===== config.mk =====
export PLATFORM = sky130hd
export DESIGN_NAME = fsps_top
export DESIGN_NICKNAME = d
export VERILOG_FILES = /design/src/common/fsps_pkg.sv /design/src/rtl/fsps_guard.sv /design/src/rtl/fsps_engine.sv /design/src/rtl/fsps_top.sv
export VERILOG_INCLUDE_DIRS = /design/src /design/src/common
export SDC_FILE = /design/constraint.sdc
export NUM_CORES = 1
export LEC_CHECK = 0
export BUFFER_PORTS_ARGS = -buffer_cell sky130_fd_sc_hd__buf_2
export CAP_MARGIN = 20
export CORE_UTILIZATION = 45
export CTS_BUF_LIST = sky130_fd_sc_hd__clkbuf_4 sky130_fd_sc_hd__clkbuf_8 sky130_fd_sc_hd__clkbuf_16
export CTS_CLUSTER_DIAMETER = 120
export DETAILED_ROUTE_END_ITERATION = 12
export PLACE_DENSITY_LB_ADDON = 0.05
export SLEW_MARGIN = 20
export SYNTH_ARGS = -nofsm -noshare
export SYNTH_HDL_FRONTEND = slang
export SYNTH_SLANG_ARGS = --single-unit

===== constraint.sdc =====
create_clock -name clk -period 3.1 [get_ports clk]
set_clock_uncertainty 0.2 [all_clocks]
set_input_delay 0.31 -clock clk [delete_from_list [all_inputs] [get_ports clk]]
set_output_delay 0.31 -clock clk [all_outputs]
set_load 0.01 [all_outputs]

===== src/common/fsps_consts.svh =====
// flash self-program sequencer: register map, field positions, keys
// assumes byte-wide registers, one per aligned 32-bit apb word
// ------------------------------------------------------------
// ------------------------------------------------------------
`ifndef FSPS_CONSTS_SVH
`define FSPS_CONSTS_SVH
`define FSPS_OFS_CMD 12'h000
`define FSPS_OFS_APH 12'h004
`define FSPS_OFS_APL 12'h008
`define FSPS_OFS_APHC 12'h00C
`define FSPS_OFS_APLC 12'h010
`define FSPS_OFS_WBUF 12'h014
`define FSPS_OFS_STAT 12'h018
`define FSPS_OFS_KEY 12'h01C
`define FSPS_OFS_MODE 12'h020
`define FSPS_OFS_WDOG 12'h024
`define FSPS_OFS_ISTS 12'h028
`define FSPS_OFS_IMSK 12'h02C
`define FSPS_STAT_SEQ 0
`define FSPS_STAT_VERIFY 1
`define FSPS_STAT_PROT 2
`define FSPS_IRQ_DONE 0
`define FSPS_IRQ_ERR 1
`define FSPS_IRQ_SEQ 2
`define FSPS_KEY_PROTECT 8'hA5
`define FSPS_KEY_WDT 8'hAC
`define FSPS_BLANK 8'hFF
`define FSPS_BYTE_FIRST 8'h00
`define FSPS_RST_BYTE 8'h00
`endif


===== src/common/fsps_pkg.sv =====
// types shared by the sequencer, its flash engine and its mode guard
// assumes fsps_consts.svh for offsets, bit positions and keys; command codes and state encodings are defined here
package fsps_pkg;
   typedef enum logic [7:0] {FSPS_CMD_ERASE = 8'h03, FSPS_CMD_BLANK = 8'h04,
      FSPS_CMD_WRITE = 8'h05} fsps_cmd_t;
   typedef enum logic [1:0] {FSPS_FL_ERASE = 2'h0, FSPS_FL_PROG = 2'h1, FSPS_FL_READ = 2'h2} fsps_fkind_t;
   typedef enum logic [1:0] {FSPS_ST_IDLE = 2'b00, FSPS_ST_RUN = 2'b01, FSPS_ST_RESUME = 2'b11,
      FSPS_ST_HALT = 2'b10} fsps_state_t;
   typedef enum logic [1:0] {FSPS_EN_IDLE = 2'b00, FSPS_EN_OPER = 2'b01, FSPS_EN_READ = 2'b11,
      FSPS_EN_DONE = 2'b10} fsps_en_state_t;
   typedef enum logic [1:0] {FSPS_GD_IDLE = 2'b00, FSPS_GD_ARM = 2'b01, FSPS_GD_INV = 2'b11,
      FSPS_GD_SET = 2'b10} fsps_gd_state_t;
   typedef struct packed {
      fsps_state_t state;
      logic [7:0] cmd, aph, apl, aphc, aplc, wbuf;
      logic [2:0] stat, ists, imsk;
      logic [31:0] prdata;
      logic wdt;
   } fsps_top_st_t;
   typedef struct packed {
      fsps_en_state_t state;
      fsps_fkind_t kind;
      logic [7:0] block, addr, last, data;
      logic req, verr, done;
   } fsps_eng_st_t;
   typedef struct packed {
      fsps_gd_state_t state;
      logic [7:0] value;
      logic mode, err;
   } fsps_gd_st_t;
endpackage


===== src/rtl/fsps_guard.sv =====
// protected mode-change sequence for self-programming mode
// assumes write pulses come from completed apb accesses
`timescale 1ns/10ps
`include "fsps_consts.svh"
module fsps_guard (
   // clock and reset
   input logic clk,
   input logic reset_n,
   // register writes
   input logic key_wr,
   input logic mode_wr,
   input logic [7:0] wdata,
   // result
   output logic self_mode,
   output logic seq_err
);
   import fsps_pkg::*;
   fsps_gd_st_t q, d;
   always_comb begin
      d = q;
      d.err = 1'b0;
      if (key_wr) begin
         d.state = (wdata == `FSPS_KEY_PROTECT) ? FSPS_GD_ARM : FSPS_GD_IDLE;
         d.err = (wdata != `FSPS_KEY_PROTECT);
      end else if (mode_wr) begin
         case (q.state)
            FSPS_GD_ARM: begin
               d.value = wdata;
               d.state = FSPS_GD_INV;
            end
            FSPS_GD_INV: begin
               d.state = (wdata == ~q.value) ? FSPS_GD_SET : FSPS_GD_IDLE;
               d.err = (wdata != ~q.value);
            end
            FSPS_GD_SET: begin
               // only the third write changes the mode
               if (wdata == q.value) d.mode = q.value[0];
               d.err = (wdata != q.value);
               d.state = FSPS_GD_IDLE;
            end
            default: d.err = 1'b1;
         endcase
      end
   end
   always_ff @(posedge clk or negedge reset_n) begin
      if (!reset_n) q <= '0;
      else q <= d;
   end
   assign self_mode = q.mode;
   assign seq_err = q.err;
endmodule // fsps_guard


===== src/rtl/fsps_engine.sv =====
// flash operation engine: erase, program, read-back verify
// assumes flash macro acks each held request with a one-cycle pulse
`timescale 1ns/10ps
`include "fsps_consts.svh"
module fsps_engine (
   // clock and reset
   input logic clk,
   input logic reset_n,
   // command
   input logic start,
   input logic [7:0] op,
   input logic [7:0] block,
   input logic [7:0] first,
   input logic [7:0] last,
   input logic [7:0] wdata,
   output logic done,
   output logic verr,
   // flash macro
   output logic flash_req,
   output fsps_pkg::fsps_fkind_t flash_kind,
   output logic [7:0] flash_block,
   output logic [7:0] flash_addr,
   output logic [7:0] flash_wdata,
   input logic flash_ack,
   input logic [7:0] flash_rdata
);
   import fsps_pkg::*;
   fsps_eng_st_t q, d;
   always_comb begin
      d = q;
      d.done = 1'b0;
      case (q.state)
         FSPS_EN_IDLE: if (start) begin
            d.block = block;
            d.verr = 1'b0;
            d.req = 1'b1;
            d.data = (op == FSPS_CMD_WRITE) ? wdata : `FSPS_BLANK;
            if (op == FSPS_CMD_ERASE) begin
               // erase is followed by a blank verify of the whole block
               d.kind = FSPS_FL_ERASE;
               d.addr = `FSPS_BYTE_FIRST;
               d.last = `FSPS_BLANK;
               d.state = FSPS_EN_OPER;
            end else if (op == FSPS_CMD_WRITE) begin
               d.kind = FSPS_FL_PROG;
               d.addr = first;
               d.last = first;
               d.state = FSPS_EN_OPER;
            end else begin
               // first above last wraps through the block end
               d.kind = FSPS_FL_READ;
               d.addr = first;
               d.last = last;
               d.state = FSPS_EN_READ;
            end
         end
         FSPS_EN_OPER: if (flash_ack) begin
            d.kind = FSPS_FL_READ;
            d.state = FSPS_EN_READ;
         end
         FSPS_EN_READ: if (flash_ack) begin
            if (flash_rdata != q.data) d.verr = 1'b1;
            if (q.addr == q.last) begin
               d.req = 1'b0;
               d.done = 1'b1;
               d.state = FSPS_EN_DONE;
            end else d.addr = q.addr + 8'h01;
         end
         default: d.state = FSPS_EN_IDLE;
      endcase
   end
   always_ff @(posedge clk or negedge reset_n) begin
      if (!reset_n) q <= '0;
      else q <= d;
   end
   assign done = q.done;
   assign verr = q.verr;
   assign flash_req = q.req;
   assign flash_kind = q.kind;
   assign flash_block = q.block;
   assign flash_addr = q.addr;
   assign flash_wdata = q.data;
endmodule // fsps_engine


===== src/rtl/fsps_top.sv =====
// flash self-program sequencer: apb registers, halt handshake, status
// assumes cpu_halt pulses once per HALT and the cpu stalls on cpu_hold
//
// The implementer's own choices: the address map and the APB interface to the registers.
`timescale 1ns/10ps
`include "fsps_consts.svh"
module fsps_top (
   // clock and reset
   input logic clk,
   input logic reset_n,
   // apb slave
   input logic psel,
   input logic penable,
   input logic pwrite,
   input logic [11:0] paddr,
   input logic [31:0] pwdata,
   output logic [31:0] prdata,
   output logic pready,
   output logic pslverr,
   // cpu halt handshake
   input logic cpu_halt,
   input logic cpu_wake,
   output logic cpu_hold,
   output logic cpu_resume,
   // flash macro
   output logic flash_req,
   output fsps_pkg::fsps_fkind_t flash_kind,
   output logic [7:0] flash_block,
   output logic [7:0] flash_addr,
   output logic [7:0] flash_wdata,
   input logic flash_ack,
   input logic [7:0] flash_rdata,
   // protection boundary
   input logic [7:0] protect_below,
   // watchdog and interrupt
   output logic wdt_restart,
   output logic irq
);
   import fsps_pkg::*;

   // ------------------------------------------------------------
   // address decode
   // ------------------------------------------------------------
   // one decode shared by write enable and error response; the read mux compares offsets on its own
   function automatic logic fsps_mapped(input logic [11:0] a);
      fsps_mapped = (a == `FSPS_OFS_CMD) ||
         (a == `FSPS_OFS_APH) ||
         (a == `FSPS_OFS_APL) ||
         (a == `FSPS_OFS_APHC) ||
         (a == `FSPS_OFS_APLC) ||
         (a == `FSPS_OFS_WBUF) ||
         (a == `FSPS_OFS_STAT) ||
         (a == `FSPS_OFS_KEY) ||
         (a == `FSPS_OFS_MODE) ||
         (a == `FSPS_OFS_WDOG) ||
         (a == `FSPS_OFS_ISTS) ||
         (a == `FSPS_OFS_IMSK);
   endfunction

   // ------------------------------------------------------------
   // signals
   // ------------------------------------------------------------
   fsps_top_st_t q, d;
   logic self_mode;
   logic seq_err;
   logic eng_done;
   logic eng_verr;
   logic eng_start;
   logic wr_acc;
   logic rd_setup;
   logic key_wr;
   logic mode_wr;
   logic cmd_ok;
   logic cmd_prot;
   logic [7:0] wd;

   assign wd = pwdata[7:0];
   // unmapped writes never reach a register or the mode guard
   assign wr_acc = psel && penable && pwrite && fsps_mapped(paddr);
   // read data latched at setup, so the access phase needs no wait state
   assign rd_setup = psel && !penable && !pwrite;
   assign key_wr = wr_acc && (paddr == `FSPS_OFS_KEY);
   assign mode_wr = wr_acc && (paddr == `FSPS_OFS_MODE);

   // ------------------------------------------------------------
   // command qualification
   // ------------------------------------------------------------
   // unknown codes fall back to an ordinary halt, never a flash access
   assign cmd_ok = (q.cmd == FSPS_CMD_ERASE) ||
      (q.cmd == FSPS_CMD_BLANK) ||
      (q.cmd == FSPS_CMD_WRITE);
   // blank check only reads, so protection does not apply to it
   assign cmd_prot = (q.cmd != FSPS_CMD_BLANK) && (q.aph < protect_below);
   assign eng_start = (q.state == FSPS_ST_IDLE) && cpu_halt && self_mode && cmd_ok && !cmd_prot;

   // ------------------------------------------------------------
   // sub-blocks
   // ------------------------------------------------------------
   fsps_guard u_guard (
      .clk(clk),
      .reset_n(reset_n),
      .key_wr(key_wr),
      .mode_wr(mode_wr),
      .wdata(wd),
      .self_mode(self_mode),
      .seq_err(seq_err)
   );

   // the high compare register is kept for software; a blank check walks low pointer to low compare
   fsps_engine u_engine (
      .clk(clk),
      .reset_n(reset_n),
      .start(eng_start),
      .op(q.cmd),
      .block(q.aph),
      .first(q.apl),
      .last(q.aplc),
      .wdata(q.wbuf),
      .done(eng_done),
      .verr(eng_verr),
      .flash_req(flash_req),
      .flash_kind(flash_kind),
      .flash_block(flash_block),
      .flash_addr(flash_addr),
      .flash_wdata(flash_wdata),
      .flash_ack(flash_ack),
      .flash_rdata(flash_rdata)
   );

   // ------------------------------------------------------------
   // next state
   // ------------------------------------------------------------
   always_comb begin
      logic ev_done;
      logic ev_err;
      ev_done = 1'b0;
      ev_err = 1'b0;
      d = q;
      d.wdt = 1'b0;
      // register writes, taken in the access phase
      if (wr_acc) begin
         if (paddr == `FSPS_OFS_CMD) begin
            d.cmd = wd;
         end else if (paddr == `FSPS_OFS_APH) begin
            d.aph = wd;
         end else if (paddr == `FSPS_OFS_APL) begin
            d.apl = wd;
         end else if (paddr == `FSPS_OFS_APHC) begin
            d.aphc = wd;
         end else if (paddr == `FSPS_OFS_APLC) begin
            d.aplc = wd;
         end else if (paddr == `FSPS_OFS_WBUF) begin
            d.wbuf = wd;
         end else if (paddr == `FSPS_OFS_STAT) begin
            // writing 00H clears; a written one never sets a flag
            d.stat = q.stat & wd[2:0];
         end else if (paddr == `FSPS_OFS_WDOG) begin
            d.wdt = (wd == `FSPS_KEY_WDT);
         end else if (paddr == `FSPS_OFS_ISTS) begin
            d.ists = q.ists & ~wd[2:0];
         end else if (paddr == `FSPS_OFS_IMSK) begin
            d.imsk = wd[2:0];
         end
      end
      // read data captured in the setup phase
      if (rd_setup) begin
         if (paddr == `FSPS_OFS_CMD) begin
            d.prdata = {24'h000000, q.cmd};
         end else if (paddr == `FSPS_OFS_APH) begin
            d.prdata = {24'h000000, q.aph};
         end else if (paddr == `FSPS_OFS_APL) begin
            d.prdata = {24'h000000, q.apl};
         end else if (paddr == `FSPS_OFS_APHC) begin
            d.prdata = {24'h000000, q.aphc};
         end else if (paddr == `FSPS_OFS_APLC) begin
            d.prdata = {24'h000000, q.aplc};
         end else if (paddr == `FSPS_OFS_WBUF) begin
            d.prdata = {24'h000000, q.wbuf};
         end else if (paddr == `FSPS_OFS_STAT) begin
            d.prdata = {29'h00000000, q.stat};
         end else if (paddr == `FSPS_OFS_MODE) begin
            d.prdata = {31'h00000000, self_mode};
         end else if (paddr == `FSPS_OFS_ISTS) begin
            d.prdata = {29'h00000000, q.ists};
         end else if (paddr == `FSPS_OFS_IMSK) begin
            d.prdata = {29'h00000000, q.imsk};
         end else begin
            d.prdata = 32'h00000000;
         end
      end
      // halt sequencing
      case (q.state)
         FSPS_ST_IDLE: if (cpu_halt) begin
            if (self_mode && cmd_ok) begin
               if (cmd_prot) begin
                  d.stat[`FSPS_STAT_PROT] = 1'b1;
                  ev_err = 1'b1;
                  ev_done = 1'b1;
                  d.state = FSPS_ST_RESUME;
               end else begin
                  d.state = FSPS_ST_RUN;
               end
            end else begin
               d.state = FSPS_ST_HALT;
            end
         end
         FSPS_ST_RUN: if (eng_done) begin
            // a clean run leaves the flags as software cleared them
            if (eng_verr) begin
               d.stat[`FSPS_STAT_VERIFY] = 1'b1;
               ev_err = 1'b1;
            end
            ev_done = 1'b1;
            d.state = FSPS_ST_RESUME;
         end
         FSPS_ST_HALT: if (cpu_wake) begin
            d.state = FSPS_ST_RESUME;
         end
         default: begin
            d.state = FSPS_ST_IDLE;
         end
      endcase
      // hardware sets win over a same-cycle software clear
      if (seq_err) begin
         d.stat[`FSPS_STAT_SEQ] = 1'b1;
         d.ists[`FSPS_IRQ_SEQ] = 1'b1;
      end
      if (ev_done) begin
         d.ists[`FSPS_IRQ_DONE] = 1'b1;
      end
      if (ev_err) begin
         d.ists[`FSPS_IRQ_ERR] = 1'b1;
      end
   end

   // ------------------------------------------------------------
   // state register
   // ------------------------------------------------------------
   // every field resets to zero, state included
   always_ff @(posedge clk or negedge reset_n) begin
      if (!reset_n) begin
         q <= '0;
      end else begin
         q <= d;
      end
   end

   // ------------------------------------------------------------
   // outputs
   // ------------------------------------------------------------
   assign prdata = q.prdata;
   // zero wait states: the access phase always completes
   assign pready = 1'b1;
   assign pslverr = psel && penable && !fsps_mapped(paddr);
   // hold covers both a flash run and an ordinary halt
   assign cpu_hold = (q.state == FSPS_ST_RUN) || (q.state == FSPS_ST_HALT);
   assign cpu_resume = (q.state == FSPS_ST_RESUME);
   assign wdt_restart = q.wdt;
   // level output: stays up until software clears or masks the cause
   assign irq = |(q.ists & q.imsk);
endmodule // fsps_top


==> metrics.md <==
| Metric | Value |
|---|---|
| Status | `finished, final reports clean` |
| Post-synth cell types | `68` |
| Cells after synthesis | `672` |
| WP data required | `3.25 ns` |
| Initial antenna violation count | `0` |
| Antenna diode count | `0` |
| RSZ-0062 raised after global routing | `false` |
| GRT Overall Usage | `23.1%` |
| Ys flop type | `dfrtp_1` |
| Cts bufs inserted | `17` |
| # DRC | `0` |
| Worst vdd ir | `0.353 mV` |
| Cell Pwr Density | `519 nW/um^2` |
| Iter 0 DRT Violations | `397` |
| Site Rows | `44` |
| Reg2Reg Setup Slack | `0.29 ns` |
| Largest net degree at the start of global routing | `55` |
| Post-Syn Area | `6730 sq um` |
| Fillers | `1342` |
| Period minus WS final | `2.81 ns` |
| #FFs+latches synth | `119` |
| Hold Fails Final Rpt | `0` |
| H-tree depth | `4` |
| Register area share after synthesis | `44.2%` |
| Sequential Area | `2980 sq um` |
| CTS sink count | `119` |
| Congestion Overflow GR | `0` |
| CP Class | `reg2reg` |
| Worst-margin pin slew | `0.674 ns` |
| Die W | `124 um` |
| Final setup fails | `0` |
| # resized after CTS | `0` |
| CTS root buf | `clkbuf_16` |
| Number of antenna-violating nets in the routed design | `0` |
| Initial DRT Pass Iterations | `5` |
| Leading cell types in the layout, fill and taps excluded | `dfrtp_1, buf_2, mux2_2, nand2_1, nor2_1` |
| Max-cap violation count | `0` |
| Ys async rst share | `100%` |
| CTS tree | `done` |
| Initial core utilization | `46.1%` |
| Pins Over Slew Limit | `0` |
| Vias in the first global route | `5116` |
| Deepest clock path buffer count | `2` |
| Critical path endpoint category | `flip-flop` |
| Routed vias | `5165` |
| TNS Setup | `0 ns` |
| Arrival @ worst endpoint | `2.96 ns` |
| Post-synth EDFFs | `0` |
| Synth Warn # | `0` |
| Commonest non-fill, non-tap cell in the layout | `dfrtp_1` |
| Die area | `15400 sq um` |
| Number of port buffers | `83` |
| Hold WC Path Type | `in2reg` |
| Startpoint type of the worst setup path | `flip-flop` |
| Die Ht | `124 um` |
| Core area | `14600 sq um` |
| Clock slew at reported path FFs | `0.05 ns` |
| Crit-path max FO | `8` |
| Worst Reg-to-Reg Cells | `7` |
| Post-DP HPWL | `12.4 mm` |
| Layout area overhead | `13.5%` |
| Slew headroom | `54.9%` |
| Clock Latency Late Sink | `0.42 ns` |
| Layout Nets | `814` |
| Final core occ | `52.3%` |
| Gpl congestion | `0.888` |
| WL per Instance | `18.3 um` |
| Global-route wire length before repair | `27.7 mm` |
| Multi-input logic area | `3190 sq um` |
| Layout cells sized above 1 | `28.8%` |
| Fmax | `0.356 GHz` |
| Mean Syn Cell Area | `10.0 sq um` |
| Ports | `133` |
| Overall routed net length | `17.0 mm` |
| Vias/cell | `5.57` |
| LEAKAGE | `3.71 nW` |
| Period utilization | `90.6%` |
| Final Total Pwr | `3.96 mW` |
| Hold depth | `5` |
[cell families after synthesis]
group	share of synthesized area, %
xor+xnor	3.12
buf+inv	9.65
flops	44.2
mux	12.8
other cells	0.112
simple gates	15.0
fa+ha+maj	2.23
compound gates	12.8
[final timing paths]
check	startpoint	end
worst max-delay path	q[86]	u_engine.flash_addr[1]
worst min-delay path	flash_rdata[3]	u_engine.verr
worst max register to register	q[86]	u_engine.flash_addr[1]
worst min register to register	u_guard.seq_err	q[39]
max in group asynchronous	reset_n	q[39]
min in group asynchronous	reset_n	u_engine.flash_block[1]
[per-layer routing]
| layer | up-vias | share of wire, % | wire length (um) | track usage (%) |
|---|---|---|---|---|
| li1 | 2448 | - | - | - |
| met1 | 2515 | 48 | 8220 | 32.3 |
| met2 | 171 | 45 | 7590 | 34.2 |
| met3 | 31 | 4.4 | 742 | 5.03 |
| met4 | 0 | 2.6 | 441 | 10.1 |
| met5 | - | 0 | 0 | 0 |
[synth_stat cells, drive strengths merged, types with 6 or more instances]
master | instances | share of area [%]
dfrtp | 119 | 44
o21ai | 39 | 2.9
nand4 | 11 | 1.0
xor2 | 7 | 0.91
nand3 | 19 | 1.5
mux2i | 13 | 1.9
ha | 12 | 2.2
nor2 | 50 | 2.8
nor4 | 6 | 0.65
o2bb2ai | 7 | 0.91
nand2 | 59 | 3.3
xnor2 | 17 | 2.2
a21oi | 24 | 1.8
o22ai | 12 | 1.1
buf | 69 | 7.3
a31oi | 7 | 0.65
nor3 | 10 | 0.82
mux2 | 65 | 11
inv | 23 | 1.3
clkbuf | 20 | 1.1
nand2b | 7 | 0.65
and3 | 7 | 0.65
[repair_timing]
item                                    CTS  global route
hold buffers                              2             0
setup buffers                             0             1
endpoints found under the hold margin    34             0
endpoints found under the setup margin    0            17
[stage by stage]
step | setup WS, ns | cells | area (sq um) | hold WS, ns
floorplan | 0.475 | 695 | 6820 | -0.186
global placement | 0.143 | 896 | 7090 | 0.0907
detailed placement | 0.0910 | 896 | 7090 | 0.0960
CTS | 0.0797 | 927 | 7630 | 0.0941
global route | 0.189 | 928 | 7640 | 0.126
finish | 0.291 | 928 | 7640 | 0.0991
[flip-flops by register name, summed over array words and instances (netlist names)]
register and cells:
wdt_restart 1, u_guard.q 10, u_engine.done 1, u_guard.self_mode 1, u_engine.flash_kind 2, q 59, u_engine.verr 1, u_engine.flash_addr 8
u_engine.q 10, u_engine.flash_wdata 8, prdata 8, u_engine.flash_req 1, u_engine.flash_block 8, u_guard.seq_err 1
[area by class of cell]
type / instances / area share, %
Clock buffer: 24 / 6.50
Tap cell: 184 / 3.01
Multi-Input combinational cell: 464 / 41.8
Clock inverter: 5 / 0.328
Sequential cell: 119 / 39.0
Inverter: 23 / 1.13
Timing Repair Buffer: 109 / 8.26
[worst max-delay path, stage by stage (launching register included)]
cell	delay, ns
dfrtp_1	0.39
or4_4	0.56
a2111oi_4	0.37
buf_4	0.22
nand3_1	0.10
a211oi_2	0.53
a32o_1	0.26
mux2_1	0.12
[power by group]
part	internal, mW	switching (mW)	total [mW]
Clock	1.09	0.652	1.75
Combinational	0.199	0.316	0.515
Sequential	1.62	0.0819	1.70
Total	2.91	1.05	3.96
(Power assumes the default switching activity.)
